<file path="src/shared/fpp_defines.vh">
`ifndef FPP_DEFINES_VH
`define FPP_DEFINES_VH

// Register byte offsets
`define FPP_OFS_CTRL 8'h00
`define FPP_OFS_EBS1 8'h04
`define FPP_OFS_EBS2 8'h08
`define FPP_OFS_STAT 8'h0C

// Control register fields
`define FPP_CTRL_PROG 0
`define FPP_CTRL_ERASE 1
`define FPP_CTRL_WCHK 2
`define FPP_CTRL_ECHK 3
`define FPP_CTRL_W 4

// Reset and reserved values
`define FPP_CTRL_RST 4'h0
`define FPP_EBS1_RST 4'h0
`define FPP_EBS2_RST 8'h00
`define FPP_EBS1_RSV 4'hF

// Block counts
`define FPP_LARGE_BLOCKS 4
`define FPP_SMALL_BLOCKS 8
`define FPP_BLOCKS 12

// Status register fields
`define FPP_STAT_HWP 0
`define FPP_STAT_VPP 1
`define FPP_STAT_PROM 2
`define FPP_STAT_PROG 3
`define FPP_STAT_ERASE 4

// Number of synchronised pins, programmer pins included
`define FPP_COND_W 8

// Positions in the synchronised condition vector
`define FPP_COND_VPP 0
`define FPP_COND_LOWP_LO 1
`define FPP_COND_LOWP_HI 5
`define FPP_COND_PROM 6
`define FPP_COND_PREQ 7

// Width of the byte-wide block select read field
`define FPP_EBS_RD_W 8

`endif

</file>
<file path="src/rtl/fpp_sync.v">
`timescale 1ns/1ps
`default_nettype none

module fpp_sync #(
	parameter WIDTH = 1
) (
	// Clock and reset
	input wire ref_clk,
	input wire arst_n,
	// Asynchronous levels in, synchronised levels out
	input wire [WIDTH-1:0] async_in,
	output reg [WIDTH-1:0] sync_out
);

	// First stage, read only by the second stage
	reg [WIDTH-1:0] meta;

	////////////////////////////////////////////////////////////////////////
	// Two flip-flop level synchroniser
	always @(posedge ref_clk or negedge arst_n) begin
		if (!arst_n) begin
			meta <= {WIDTH{1'b0}};
			sync_out <= {WIDTH{1'b0}};
		end else begin
			meta <= async_in;
			sync_out <= meta;
		end
	end

endmodule // fpp_sync

`default_nettype wire

</file>
<file path="src/rtl/fpp_protect.v">
// Function
// - Software protection stops program and erase entry
// - Per-block select; verify stays usable
// - First F0 second 00 protects all
// - Hardware protection aborts and clears registers
// - No 12 V: registers cleared, all disabled
// - Reset, low-power modes clear and block
// - Hardware protection erase-disables every block
// - Three verify modes are gated
// - External programmer mode programs freely
`timescale 1ns/1ps
`default_nettype none
`include "fpp_defines.vh"

module fpp_protect (
	// Clock and reset
	input wire ref_clk,
	input wire arst_n,
	// APB slave
	input wire psel,
	input wire penable,
	input wire pwrite,
	input wire [7:0] paddr,
	input wire [31:0] pwdata,
	output reg [31:0] prdata,
	output reg pready,
	output reg pslverr,
	// Protection condition pins, asynchronous
	input wire high_voltage_supply_pin,
	input wire wdt_reset,
	input wire sleep_mode,
	input wire subsleep_mode,
	input wire watch_mode,
	input wire standby_mode,
	// External programmer mode and its requests, asynchronous
	input wire prom_mode,
	input wire prom_prog_req,
	// Sequencer side: block addressed by the current program access
	input wire [3:0] target_block,
	// Sequencer enables
	output reg prog_en,
	output reg erase_en,
	output reg [`FPP_BLOCKS-1:0] block_erase_en,
	output reg write_check_en,
	output reg wipe_check_en,
	output reg prewrite_check_en,
	output reg hw_protect
);

	// Raw and synchronised condition pins
	wire [`FPP_COND_W-1:0] cond_raw;
	wire [`FPP_COND_W-1:0] cond_s;
	// Registers
	reg [`FPP_CTRL_W-1:0] flash_control_reg;
	reg [`FPP_LARGE_BLOCKS-1:0] erase_block_select_first;
	reg [`FPP_SMALL_BLOCKS-1:0] erase_block_select_second;
	// Decoded conditions
	wire vpp_ok;
	wire prom_s;
	wire prom_req_s;
	wire hw_now;
	wire wr_take;
	wire rd_start;
	wire [`FPP_BLOCKS-1:0] blk_sel;
	wire tgt_sel;
	// Next values of the enables
	reg next_prog_en;
	reg next_erase_en;
	reg [`FPP_BLOCKS-1:0] next_block_erase_en;
	reg next_write_check;
	reg next_wipe_check;
	reg next_prewrite_check;
	reg [31:0] next_prdata;
	reg next_pslverr;

	////////////////////////////////////////////////////////////////////////
	// Address decode, used for both reads and writes
	function addr_mapped;
		input [7:0] a;
		begin
			addr_mapped = (a == `FPP_OFS_CTRL) || (a == `FPP_OFS_EBS1) ||
				(a == `FPP_OFS_EBS2) || (a == `FPP_OFS_STAT);
		end
	endfunction

	////////////////////////////////////////////////////////////////////////
	// Pin synchronisers
	assign cond_raw = {prom_prog_req, prom_mode, standby_mode, watch_mode,
		subsleep_mode, sleep_mode, wdt_reset, high_voltage_supply_pin};

	fpp_sync #(
		.WIDTH(`FPP_COND_W)
	) u_sync (
		.ref_clk(ref_clk),
		.arst_n(arst_n),
		.async_in(cond_raw),
		.sync_out(cond_s)
	);

	assign vpp_ok = cond_s[`FPP_COND_VPP];
	assign prom_s = cond_s[`FPP_COND_PROM];
	assign prom_req_s = cond_s[`FPP_COND_PREQ];

	// Hardware protection sources
	// Missing 12 V, watchdog reset or any low-power mode
	assign hw_now = ~vpp_ok |
		(|cond_s[`FPP_COND_LOWP_HI:`FPP_COND_LOWP_LO]);

	// Block select vector: small blocks low, large blocks high
	// Selected blocks only
	// A clear bit protects its block, so F0 and 00 protect everything
	assign blk_sel = {erase_block_select_first, erase_block_select_second};
	assign tgt_sel = (target_block < `FPP_BLOCKS) ?
		blk_sel[target_block] : 1'b0;

	// APB strobes: write lands on the edge that samples pready high
	assign wr_take = psel & penable & pready & pwrite;
	assign rd_start = psel & penable & ~pready;

	////////////////////////////////////////////////////////////////////////
	// APB answer: one wait state, then pready for one cycle
	always @(posedge ref_clk or negedge arst_n) begin
		if (!arst_n) begin
			pready <= 1'b0;
			pslverr <= 1'b0;
			prdata <= 32'h0000_0000;
		end else begin
			pready <= rd_start;
			pslverr <= next_pslverr;
			prdata <= next_prdata;
		end
	end

	// Read mux and error answer, latched as pready rises
	always @* begin
		next_prdata = 32'h0000_0000;
		next_pslverr = 1'b0;
		if (rd_start) begin
			// Unmapped offsets answer with an error and zero data
			next_pslverr = ~addr_mapped(paddr);
			if (!pwrite) begin
				case (paddr)
					`FPP_OFS_CTRL: begin
						next_prdata[`FPP_CTRL_W-1:0] = flash_control_reg;
					end
					`FPP_OFS_EBS1: begin
						// Upper reserved bits read as one
						next_prdata[`FPP_EBS_RD_W-1:0] = {`FPP_EBS1_RSV,
							erase_block_select_first};
					end
					`FPP_OFS_EBS2: begin
						next_prdata[`FPP_EBS_RD_W-1:0] =
							erase_block_select_second;
					end
					`FPP_OFS_STAT: begin
						next_prdata[`FPP_STAT_HWP] = hw_protect;
						next_prdata[`FPP_STAT_VPP] = vpp_ok;
						next_prdata[`FPP_STAT_PROM] = prom_s;
						next_prdata[`FPP_STAT_PROG] = prog_en;
						next_prdata[`FPP_STAT_ERASE] = erase_en;
					end
					default: begin
						next_prdata = 32'h0000_0000;
					end
				endcase
			end
		end
	end

	////////////////////////////////////////////////////////////////////////
	// Register file
	// Reset length is the system's duty; arst_n clears at once
	always @(posedge ref_clk or negedge arst_n) begin
		if (!arst_n) begin
			flash_control_reg <= `FPP_CTRL_RST;
			erase_block_select_first <= `FPP_EBS1_RST;
			erase_block_select_second <= `FPP_EBS2_RST;
		end else if (hw_now) begin
			// Clear on detection
			// Writes are ignored while the condition lasts
			flash_control_reg <= `FPP_CTRL_RST;
			erase_block_select_first <= `FPP_EBS1_RST;
			erase_block_select_second <= `FPP_EBS2_RST;
		end else if (wr_take) begin
			case (paddr)
				`FPP_OFS_CTRL: begin
					flash_control_reg <= pwdata[`FPP_CTRL_W-1:0];
				end
				`FPP_OFS_EBS1: begin
					erase_block_select_first <=
						pwdata[`FPP_LARGE_BLOCKS-1:0];
				end
				`FPP_OFS_EBS2: begin
					erase_block_select_second <=
						pwdata[`FPP_SMALL_BLOCKS-1:0];
				end
				default: begin
					// Status and unmapped offsets store nothing
					flash_control_reg <= flash_control_reg;
				end
			endcase
		end
	end

	////////////////////////////////////////////////////////////////////////
	// Enable decode toward the program/erase sequencer
	// Interrupt masking while these are set is left to software
	always @* begin
		next_prog_en = 1'b0;
		next_erase_en = 1'b0;
		next_block_erase_en = {`FPP_BLOCKS{1'b0}};
		next_write_check = 1'b0;
		next_wipe_check = 1'b0;
		next_prewrite_check = 1'b0;
		if (hw_now) begin
			// Verify modes are blocked as well
			next_prog_en = 1'b0;
		end else if (prom_s) begin
			next_prog_en = prom_req_s;
		end else begin
			// Program only into a selected block
			next_prog_en = flash_control_reg[`FPP_CTRL_PROG] & tgt_sel;
			next_block_erase_en = flash_control_reg[`FPP_CTRL_ERASE] ?
				blk_sel : {`FPP_BLOCKS{1'b0}};
			next_erase_en = |next_block_erase_en;
			next_write_check = flash_control_reg[`FPP_CTRL_WCHK];
			next_wipe_check = flash_control_reg[`FPP_CTRL_ECHK];
			// Prewrite-verify is all bits clear; wait is software's
			next_prewrite_check = (flash_control_reg == `FPP_CTRL_RST);
		end
	end

	// Registered enables
	always @(posedge ref_clk or negedge arst_n) begin
		if (!arst_n) begin
			prog_en <= 1'b0;
			erase_en <= 1'b0;
			block_erase_en <= {`FPP_BLOCKS{1'b0}};
			write_check_en <= 1'b0;
			wipe_check_en <= 1'b0;
			prewrite_check_en <= 1'b0;
			hw_protect <= 1'b1;
		end else begin
			prog_en <= next_prog_en;
			erase_en <= next_erase_en;
			block_erase_en <= next_block_erase_en;
			write_check_en <= next_write_check;
			wipe_check_en <= next_wipe_check;
			prewrite_check_en <= next_prewrite_check;
			hw_protect <= hw_now;
		end
	end

endmodule // fpp_protect

`default_nettype wire

</file>
<file path="config.mk">
export PLATFORM = sky130hd
export DESIGN_NAME = fpp_protect
export DESIGN_NICKNAME = d
export VERILOG_FILES = /design/src/rtl/fpp_sync.v /design/src/rtl/fpp_protect.v
export VERILOG_INCLUDE_DIRS = /design/src /design/src/shared
export SDC_FILE = /design/constraint.sdc
export NUM_CORES = 1
export LEC_CHECK = 0
export BUFFER_PORTS_ARGS = -buffer_cell sky130_fd_sc_hd__buf_2
export CORE_AREA = 3 3 78 80
export DETAILED_ROUTE_END_ITERATION = 10
export DIE_AREA = 0 0 81 83
export PLACE_DENSITY_LB_ADDON = 0.08
export SYNTH_ARGS = -nofsm -noshare
export SYNTH_HDL_FRONTEND = slang
export SYNTH_HIERARCHICAL = 1
export SYNTH_SLANG_ARGS = --single-unit
</file>
<file path="constraint.sdc">
create_clock -name ref_clk -period 2.24 [get_ports ref_clk]
set_clock_uncertainty 0.2 [all_clocks]
set_input_delay 0.448 -clock ref_clk [delete_from_list [all_inputs] [get_ports ref_clk]]
set_output_delay 0.448 -clock ref_clk [all_outputs]
set_load 0.01 [all_outputs]
</file>
==> Yosys cells after proc, flatten, opt, wreduce, memory -nomap -nowiden <==
Index checks and enable logic that the tools add are counted.
{ "totals": {"ff_bits": 84, "inputBits": 57, "out_inout_bits": 52, "word_cells": 74} }
{ "classes": {"magnitude_cmp": 2, "eq_ne": 3, "muxes": 31, "n_bitwise": 9, "n_reduce_logical": 14} }
{ "ops": {"columns": ["op", "n"], "rows": [
  ["2-to-1 mux 8 bit", 5],
  ["2-to-1 mux 12 bit", 3],
  ["2-to-1 mux 4 bit", 6],
  ["equality test 8 x 4 -> 1 bit (second input constant)", 2],
  ["one-hot mux 4 bit (4 select lines)", 1],
  ["2-to-1 mux 1 bit", 13],
  ["OR reduction 12 bit", 1],
  ["equality test 8 x 3 -> 1 bit (second input constant)", 1],
  ["zero test 8 bit", 1],
  ["nonzero test 2 bit", 4],
  ["one-hot mux 3 bit (2 select lines)", 1],
  ["AND reduction 2 bit", 3],
  ["bitwise AND 1 bit", 5],
  ["< comparator 4 x 5 -> 1 bit (second input constant)", 1],
  ["OR reduction 5 bit", 1],
  ["binary-select mux 1 bit (select 4 bit)", 1],
  ["zero test 4 bit", 1],
  ["< comparator 4 bit (second input constant)", 1],
  ["logical OR 1 bit", 3],
  ["NOT 1 bit", 3],
  ["one-hot mux 1 bit (3 select lines)", 1],
  ["bitwise OR 1 bit", 1]
]} }

==> Depth between registers and ports, before layout <==
Gate-level depths: netlist (run 1).
{ "depth": {"ltp_word": 6, "depth_mapped": 6, "mapped_depth_nobuf": 5} }

==> Modules after synthesis <==
Netlist (run 1), hierarchy kept.
{ "by_module_without_submodules": {"columns": ["mod", "n_inst", "cells_each", "area_per_inst_um2"], "rows": [
  ["fpp_protect", 1, 194, 2150.8],
  ["fpp_sync", 1, 16, 400.4]
]} }

==> Least setup slack after synthesis (run 1) <==
No wires, ideal clock.
{ "synth_timing": {"path_kind": "input port to flip-flop", "from": "in paddr[5]", "to": "reg flash_control_reg[0]", "setup_ns": 0.079, "arrival_ns": 1.933, "required_ns": 1.961, "slack_ns": 0.028, "stages": 4, "path_buffers": 0, "cell_sequence": "or4_4 -> or4_4 -> nor2_1 -> mux2i_1"} }
{ "synth_via": {"elab_chain_len": 3} }
{ "synth_rtl": {"columns": ["item", "line", "source"], "rows": [
  ["start, declared", "fpp_protect.v:23", "input wire [7:0] paddr,"],
  ["zero test 8 bit", "fpp_protect.v:185", "case (paddr)"],
  ["nonzero test 2 bit (no source line)", null, null],
  ["AND reduction 2 bit (no source line)", null, null],
  ["end signal, assigned", "fpp_protect.v:181", "flash_control_reg <= `FPP_CTRL_RST;"],
  ["end signal, assigned", "fpp_protect.v:187", "flash_control_reg <= pwdata[`FPP_CTRL_W-1:0];"],
  ["end signal, assigned", "fpp_protect.v:199", "flash_control_reg <= flash_control_reg;"],
  ["end, declared", "fpp_protect.v:54", "reg [`FPP_CTRL_W-1:0] flash_control_reg;"]
]} }
No other way between the ends.
A chain may end at the register's enable or synchronous reset.

==> Worst setup path after layout (run 1) <==
{ "layout_timing": {"from": "in paddr[5]", "to": "reg prdata[4]"} }
{ "layout_via": {"elab_chain_len": 4, "elab_cells_between_ends": 6, "cone_classes": "3 x eq/ne; 3 x mux"} }
{ "layout_rtl": {"columns": ["item", "line", "source"], "rows": [
  ["equality test 8 x 4 -> 1 bit or equality test 8 x 3 -> 1 bit (tied branches)", "fpp_protect.v:142", "case (paddr)"],
  ["one-hot mux 1 bit (3 select lines) (*)", "fpp_protect.v:142", null],
  ["2-to-1 mux 8 bit (*)", "fpp_protect.v:141", "if (!pwrite) begin"],
  ["2-to-1 mux 8 bit (*)", "fpp_protect.v:138", "if (rd_start) begin"],
  ["net next_prdata[4]", "fpp_protect.v:73", "reg [31:0] next_prdata;"],
  ["end signal, assigned", "fpp_protect.v:130", "prdata <= next_prdata;"],
  ["end, declared", "fpp_protect.v:25", "output reg [31:0] prdata,"]
]} }
Mark *: on every way through the listed nets, which the timed path passes. The rest lies on a longest branch.

==> impl_metrics.ini, run 1 <==
[outcome]
status = finished clean

[layout]
areaGrowthSynthToFinish_pct = 23.25
drive_above_1_share_pct = 34.14
largest_register_ff_count = 12
top_reg_by_flops = block_erase_en
fin_nets = 342
fin_area_sq_um = 3144
most-common-layout-cells = 60 x buf_2, 59 x dfrtp_1, 24 x conb_1
finalNonFillerCells = 362
antenna_cells = 0
postLayoutCoreUtil_pct = 57.45
mostFrequentLayoutCell = buf_2

[yosys]
synthesis.instances = 210
synth_enable_flop_cells = 0
distinct_cell_type_count_of_the_synthesized_netlist = 32
syn_area_sq_um = 2551
yosysWarnings = 6
postSynth.asyncResetShare_pct = 100.0
yosys_register_bits = 60
synthesis.area_per_instance_sq_um = 12.15
dominant_synthesized_flop_cell = dfrtp_1
synth_sequential_area_ratio_pct = 58.90

[min_path]
hold_depth = 1
worstHoldEndpoint = u_sync/meta[0]
worst_hold_startpoint = high_voltage_supply_pin
hold_path_class = in2reg

[global_routing]
grt_antenna_before_repair = 0
largest_net_degree_at_the_start_of_global_routing = 26
global_route_wire_length_before_repair_um = 8162
grt_use_total_pct = 16.17
grt_pass1_vias = 1650
grt_overflow = 0

[setup_path]
crit_arrival_ps = 2040
endpoint_kind = flip-flop
worstRegToRegCells = 3
worstSetupStartpoint = paddr[5]
cp-start-kind = input port
worst_ep_required_time_ps = 2270
worstSetupPathDepth = 4
rr_startpoint = pready
critical-path-top-delay-family = simple AND/OR/NAND/NOR gates
path_cells = buf_2 -> or4_4 -> or4_2 -> nor3_1
cp_max_fo = 8
cp_num_buf_inv = 1
crit_path_top_delay_cell = or4_2
critPathKind = in2reg
worstReg2RegEnd = prdata[4]
max_stage_delay_ps = 680
worst-r2r-setup-slack_ps = 240

[detailed_routing]
detail_route.drc_violations = 0
drt_wl_total_um = 4977
antenna_left = 0
num_vias = 1676
post_drt_via_cell_ratio = 4.630
drt_first_pass_iters = 4
routed_wire_length_per_instance_um = 13.75
initialDrtViolationCount = 100

[pwr]
finalPower_w = 0.002158
internal_power_summed_over_all_cells_w = 0.001663
power_leakage_nw = 1.580
power.switching_w = 0.0004948
pwr-share-seq_pct = 51.3
swShare_pct = 22.93
combinationalPowerShare_pct = 5.9
vdd_ir_drop_max_uv = 497.0
power_per_cell_area_nw_per_um2 = 686.3
power.clock.fraction_pct = 42.8

[timing]
final_hold_vios = 0
fin_hold_ws_ps = 17.34
max_clock_freq_mhz = 498.5
finalSetupViolations = 0
timing.slew.headroom_pct = 61.53
rsz0062_at_grt = no
tightest_slew_ps = 571.8
fin_crit_sh_pct = 89.55
final-max-slew-violation-count = 0
layout_min_cycle_time_ps = 2006

[place]
gp_congestion = 0.8216
hpwlAfterDp_um = 3787
numPortBuffers = 60
place_area_sq_um = 2942
dpl.cell_count = 345

[clocking]
htree_num_levels = 3
root_buffer = clkbuf_8
post_cts_resized = 0
clockBufferDepth = 2
clkTransAtPathRegs_ps = 70
tritoncts.num_buffers = 9
cts_sinks = 60
clock_latency_at_the_later_pin_of_the_worst_skew_pair_ps = 330
cts_tree = done

[die]
core_sq_um = 5473
floorplan.initialDensity_pct = 46.62
die-area_sq_um = 6723
die_w_um = 81
die_h_um = 83
floorplan.io_pins = 109
row_count = 27

[run]
cap_viol_max_count = 0
==> synthesized netlist by cell type, types with 2 or more instances <==
library cell / count / area [sq um]
dfrtp_1: 59 / 1476
buf_4: 24 / 180.2
mux2i_1: 18 / 180.2
nor2_1: 15 / 56.30
nand2_1: 14 / 52.55
and2_1: 13 / 81.33
a21oi_1: 8 / 40.04
clkbuf_1: 6 / 22.52
mux4_2: 5 / 112.6
nand3_1: 5 / 25.02
nor2b_1: 5 / 31.28
nor4_1: 5 / 31.28
a2bb2oi_1: 3 / 26.28
inv_1: 3 / 11.26
nor3_1: 3 / 15.01
o21ai_0: 3 / 15.01
and2b_1: 2 / 15.01
nand2b_1: 2 / 12.51
nor3b_1: 2 / 15.01
or2_2: 2 / 12.51
or4_4: 2 / 22.52
==> stage by stage <==
stage          setup slack, ps  setup TNS, ps
2_1_floorplan            27.61              0
3_3_place_gp            -107.9         -513.2
3_5_place_dp            -105.1         -645.5
4_1_cts                  234.6              0
5_1_grt                  117.7              0
6_report                 234.1              0
==> kinds of logic (layout without fill, tap and decap cells) <==
group | count (synthesis) | count (layout) | share of synthesized area, %
compound gates | 16 | 16 | 3.826
flops | 60 | 60 | 58.90
buf+inv | 34 | 91 | 8.533
mux | 23 | 23 | 11.48
other cells | 1 | 24 | 0.1470
simple gates | 76 | 76 | 17.12
==> layer usage <==
layer  track usage, %  share of wire, %
met4            7.373               1.8
met2            25.32                48
met3            3.688               6.4
met5                0                 0
met1            21.15                44
==> power groups by stage <==
stage	logic (W)	registers, W	clock network (W)
6_report	0.000126	0.00111	0.000924
5_1_grt	0.000142	0.00111	0.00101
4_1_cts	0.000128	0.00111	0.000953
3_5_place_dp	0.000126	0.00113	0
3_3_place_gp	0.000125	0.00113	0
2_1_floorplan	0.0000820	0.00113	0
==> worst max path at each step <==
stage	slack [ps]	to
6_report	230	prdata[4]
5_1_grt	120	block_erase_en[2]
2_1_floorplan	30	flash_control_reg[0]
3_5_place_dp	-110	flash_control_reg[2]
3_3_place_gp	-110	prdata[4]
4_1_cts	230	prdata[4]
==> final cells by class <==
cell class / count / area, sq um
clock inverters: 6 / 65.06
well taps: 72 / 90.09
fillers: 504 / 2328
inverters: 3 / 11.26
multi-input cells: 139 / 917.1
flip-flops and latches: 60 / 1503
clock buffers: 10 / 127.6
repair buffers: 72 / 430.4
==> timing repair <==
action	CTS	global route
buffers inserted	0	0
hold endpoints to repair	16	0
hold buffers	1	0
Power figures use the tool's default switching activity.
==> run 2: changes to the inputs <==
==> constraint.sdc (replaced) <==
create_clock -name ref_clk -period 2.24 [get_ports ref_clk]
set_clock_uncertainty 0.2 [all_clocks]
set_input_delay 0.112 -clock ref_clk [delete_from_list [all_inputs] [get_ports ref_clk]]
set_output_delay 0.112 -clock ref_clk [all_outputs]
set_load 0.01 [all_outputs]
==> run 2 against run 1 <==
Register-to-register slack about the same. Highest routed layer unchanged. Clock power increased by 9%. Global-route usage increased by 1.4 points. Via count increased by 5.9%. Core utilization increased by 3.9 points. Non-clock buffer count increased by 21. Die area unchanged. Setup slack got worse by 33 ps. Design area increased by 6.8%.
==> impl_metrics.ini, run 2 (same netlist as run 1, synthesis figures left out) <==
[detailed_routing]
drt_wl_total_um = 5324
drt_first_pass_iters = 4
antenna_left = 0
initialDrtViolationCount = 128
detail_route.drc_violations = 0
num_vias = 1775
routed_wire_length_per_instance_um = 13.90
post_drt_via_cell_ratio = 4.634

[timing]
layout_min_cycle_time_ps = 2039
fin_crit_sh_pct = 91.04
final-max-slew-violation-count = 0
finalSetupTns_ps = 0
post-route-worst-setup-slack_ps = 200.7
fin_hold_ws_ps = 35.52
rsz0062_at_grt = no
finalSetupViolations = 0
final_hold_vios = 0
timing.slew.headroom_pct = 51.22
tightest_slew_ps = 731.7
max_clock_freq_mhz = 490.4

[setup_path]
endpoint_kind = flip-flop
critical-path-top-delay-family = simple AND/OR/NAND/NOR gates
worstRegToRegCells = 3
worstSetupPathDepth = 6
rr_startpoint = pready
max_stage_delay_ps = 770
worstSetupStartpoint = penable
critPathKind = in2reg
path_cells = dlygate4sd3_1 -> buf_2 -> nand2_1 -> or2_2 -> or4_2 -> nor3_1
cp-start-kind = input port
cp_max_fo = 8
cp_num_buf_inv = 2
worstReg2RegEnd = prdata[4]
crit_path_top_delay_cell = or4_2
worst_ep_required_time_ps = 2280
worst-r2r-setup-slack_ps = 250
crit_arrival_ps = 2080
timing.critical_path.to = prdata[4]

[clocking]
clockBufferDepth = 2
root_buffer = clkbuf_8
clkTransAtPathRegs_ps = 60
tritoncts.num_buffers = 9
cts_tree = done
htree_num_levels = 3
cts_sinks = 60
cts_setup_buffers = 0
clock_latency_at_the_later_pin_of_the_worst_skew_pair_ps = 330

[place]
hpwlAfterDp_um = 3537
gp_congestion = 0.7944
worst_slack_placed_ps = 110.1
numPortBuffers = 60

[layout]
largest_register_ff_count = 12
mostFrequentLayoutCell = buf_2
most-common-layout-cells = 60 x buf_2, 59 x dfrtp_1, 28 x dlygate4sd3_1
top_reg_by_flops = block_erase_en
layout.filler_cells = 492
antenna_cells = 0
drive_above_1_share_pct = 30.23
fin_nets = 363
areaGrowthSynthToFinish_pct = 31.68

[die]
core_sq_um = 5473
row_count = 27
die_w_um = 81
floorplan.io_pins = 109
die_h_um = 83
die-area_sq_um = 6723
floorplan.initialDensity_pct = 46.62

[global_routing]
global_route_wire_length_before_repair_um = 8983
grt_overflow = 0
grt_pass1_vias = 1837
grt_antenna_before_repair = 0
largest_net_degree_at_the_start_of_global_routing = 61
grt_use_total_pct = 17.52

[run]
cap_viol_max_count = 0

[outcome]
status = finished clean

[pwr]
vdd_ir_drop_max_uv = 468.1
power_per_cell_area_nw_per_um2 = 674.8
power_leakage_nw = 1.655

[min_path]
hold_path_class = in2reg
run 2: where the power goes:
group	internal, W	total, W	leakage (nW)	switching [W]
combinational	0.0000702	0.000152	0.756	0.0000822
clock	0.000605	0.00101	0.102	0.000402
sequential	0.00110	0.00111	0.796	0.00000678
total	0.00178	0.00227	1.65	0.000491
run 2: how the worst min path moves through the flow:
stage / from / endpoint / depth (start not counted) / slack (ps)
2_1_floorplan: arst_n / block_erase_en[0] / 0 / -380
3_3_place_gp: watch_mode / u_sync/meta[4] / 1 / 20
3_5_place_dp: wdt_reset / u_sync/meta[1] / 1 / 20
4_1_cts: paddr[2] / prdata[4] / 3 / 30
5_1_grt: paddr[2] / prdata[4] / 3 / 80
6_report: paddr[2] / prdata[4] / 3 / 40
run 2: through the flow:
stage	total power, W	util [%]	instances	cell area (sq um)
floorplan	0.001209	-	233	2638
global placement	0.001240	52.24	339	2859
detailed placement	0.001242	52.24	339	2859
CTS	0.002284	61.27	383	3353
global route	0.002373	61.39	383	3359
finish	0.002267	61.39	383	3359
run 2: worst min-delay path: stages:
cell and delay (ps):
buf_2 200, a21oi_1 150, nor3_1 60
run 2: layer usage:
metal,vias to the layer above,global-route usage (%),wire [um]
met3,15,4.013,368
met1,816,23.14,2283
met4,0,8.295,155
met5,-,0,0
li1,863,-,-
met2,81,27.04,2516
run 2: final cells by class:
type / instances / area (sq um) / area share (%)
Clock buffer: 13 / 168.9 / 5.028
Sequential cell: 60 / 1503 / 44.73
Timing Repair Buffer: 93 / 618.1 / 18.40
Multi-Input combinational cell: 139 / 923.4 / 27.49
Inverter: 3 / 11.26 / 0.3352
Clock inverter: 3 / 45.04 / 1.341
Tap cell: 72 / 90.09 / 2.682
run 2: what timing repair did:
item / CTS / global route
hold endpoints to repair: 92 / 0
setup endpoints to repair: 0 / 1
resized for setup: 0 / 1
hold buffers: 28 / 0
==> run 3: changes to the inputs <==
CORE_AREA = 3 3 75 77   (was 3 3 78 80)
DIE_AREA = 0 0 78 80   (was 0 0 81 83)
clock period = 2.4 ns   (was 2.24 ns; I/O delays follow)
==> run 3 against run 2 <==
Global-route usage rose by 0.67 points. Register-to-register slack lost 130 ps. Sequential share of layout area down 0.44 points. Count of clock-buffer cells in the layout is 2 lower. Wire length rose by 0.38%. Critical path depth did not move.
==> impl_metrics.ini, run 3 (same netlist as run 1, synthesis figures left out) <==
[setup_path]
path_cells = dlygate4sd3_1 -> buf_2 -> or4_4 -> or4_4 -> nor2_1 -> mux2i_1
max_stage_delay_ps = 570
crit_path_top_delay_cell = or4_4
worst-r2r-setup-slack_ps = 120
critPathKind = in2reg
cpMostUsedCell = or4_4
crit_arrival_ps = 2410
worstRegToRegCells = 6
worst_ep_required_time_ps = 2440
cp_num_buf_inv = 2
endpoint_kind = flip-flop
worstReg2RegEnd = prog_en
cp_max_fo = 4
cp-start-kind = input port
rr_startpoint = erase_block_select_second[7]
critical-path-top-delay-family = simple AND/OR/NAND/NOR gates

[die]
die_w_um = 78
floorplan.initialDensity_pct = 50.27
row_count = 26
core_sq_um = 5075
die-area_sq_um = 6240
die_h_um = 80
floorplan.io_pins = 109

[clocking]
clockBufferDepth = 2
tritoncts.num_buffers = 9
htree_num_levels = 3
root_buffer = clkbuf_8
clock_latency_at_the_later_pin_of_the_worst_skew_pair_ps = 320
clkTransAtPathRegs_ps = 60
cts_tree = done
cts_sinks = 60

[min_path]
worst_hold_startpoint = paddr[3]
worstHoldEndpoint = prdata[4]
hold_path_class = in2reg
hold_depth = 3

[run]
cap_viol_max_count = 0

[layout]
mostFrequentLayoutCell = buf_2
most-common-layout-cells = 60 x buf_2, 57 x dfrtp_1, 32 x dlygate4sd3_1
areaGrowthSynthToFinish_pct = 33.20
largest_register_ff_count = 12
fin_area_sq_um = 3398
multiInputGateArea_sq_um = 922.1
drive_above_1_share_pct = 30.60
layout.filler_cells = 423
fin_nets = 371
postLayoutCoreUtil_pct = 66.96
top_reg_by_flops = block_erase_en
seqCellArea_sq_um = 1505
antenna_cells = 0

[pwr]
vdd_ir_drop_max_uv = 553.1
finalPower_w = 0.001993
power_leakage_nw = 1.678
power_per_cell_area_nw_per_um2 = 586.4

[outcome]
status = finished clean

[detailed_routing]
routed_wire_length_per_instance_um = 13.81
post_drt_via_cell_ratio = 4.718
drt_first_pass_iters = 4
drt_wl_total_um = 5344
wl_met2_um = 2547
initialDrtViolationCount = 83
num_vias = 1826
antenna_left = 0
m1WireLength_um = 2428
top_signal_layer_used = met4
detail_route.drc_violations = 0
wl_met3_um = 307

[timing]
timing.slew.headroom_pct = 61.54
rsz0062_at_grt = no
tightest_slew_ps = 577.0
layout_min_cycle_time_ps = 2368
finalSetupViolations = 0
fin_hold_ws_ps = 27.90
final_hold_vios = 0
fin_crit_sh_pct = 98.68
max_clock_freq_mhz = 422.2
final-max-slew-violation-count = 0
finalSetupTns_ps = 0

[place]
gp_congestion = 0.7535
hpwlAfterDp_um = 3550
place_area_sq_um = 2869
numPortBuffers = 60

[global_routing]
largest_net_degree_at_the_start_of_global_routing = 36
grt_antenna_before_repair = 0
grt_use_total_pct = 18.20
grt_pass1_vias = 1660
global_route_wire_length_before_repair_um = 8549
grt_overflow = 0
[run 3: changes by cell type in the layout (fill, tap and decap cells not counted), moves of 2 or more]
cell           delta
dlygate4sd3_1     +4
clkinvlp_4        -2
dfrtp_1           -2
dfrtp_2           +2
clkinv_2          +2
buf_4             +3
clkbuf_8          -3
[run 3: worst max-delay path by stage]
stage              from                   end  slack (ps)  cells after the start
4_1_cts        paddr[5]  flash_control_reg[0]          70                      6
5_1_grt        paddr[5]  flash_control_reg[2]           6                      6
3_5_place_dp   paddr[5]  flash_control_reg[1]         280                      5
6_report       paddr[5]  flash_control_reg[0]          30                      6
3_3_place_gp   paddr[5]  flash_control_reg[2]         300                      5
2_1_floorplan    pready             prdata[0]         420                      4
[run 3: layout make-up]
type,instances,area share [%]
Inverter,3,0.3314
Clock inverter,3,1.178
Clock buffer,11,3.866
Timing Repair Buffer,101,20.62
Tap cell,70,2.577
Sequential cell,60,44.29
Multi-Input combinational cell,139,27.14
[run 3: metal layers]
layer  global-route usage [%]  vias up
li1                         -      876
met1                    25.30      871
met2                    27.31       73
met3                    3.950        6
met4                    8.566        0
met5                        0        -
[run 3: worst register-to-register path: stages (launching register included)]
cell and delay (ps):
dfrtp_2 450, mux2i_1 150, nand3_1 80, dlygate4sd3_1 550
o2111ai_1 90, dlygate4sd3_1 580, a21oi_1 70
[run 3: metrics by stage]
step	worst slack [ps]	cells
finish	31.65	387
global route	6.288	387
CTS	74.71	383
detailed placement	275.4	337
global placement	299.1	337
floorplan	424.0	233
[run 3: timing repair]
action / CTS / global route
buffers inserted: 0 / 4
hold buffers: 32 / 0
resized for setup: 0 / 3
setup endpoints to repair: 0 / 1
hold endpoints to repair: 58 / 0
[run 3: power by group]
part	leakage, nW	switching [W]	total, W	internal, W
logic	0.797	0.0000777	0.000149	0.0000718
clock network	0.0890	0.000344	0.000809	0.000465
registers	0.793	0.00000651	0.00103	0.00103
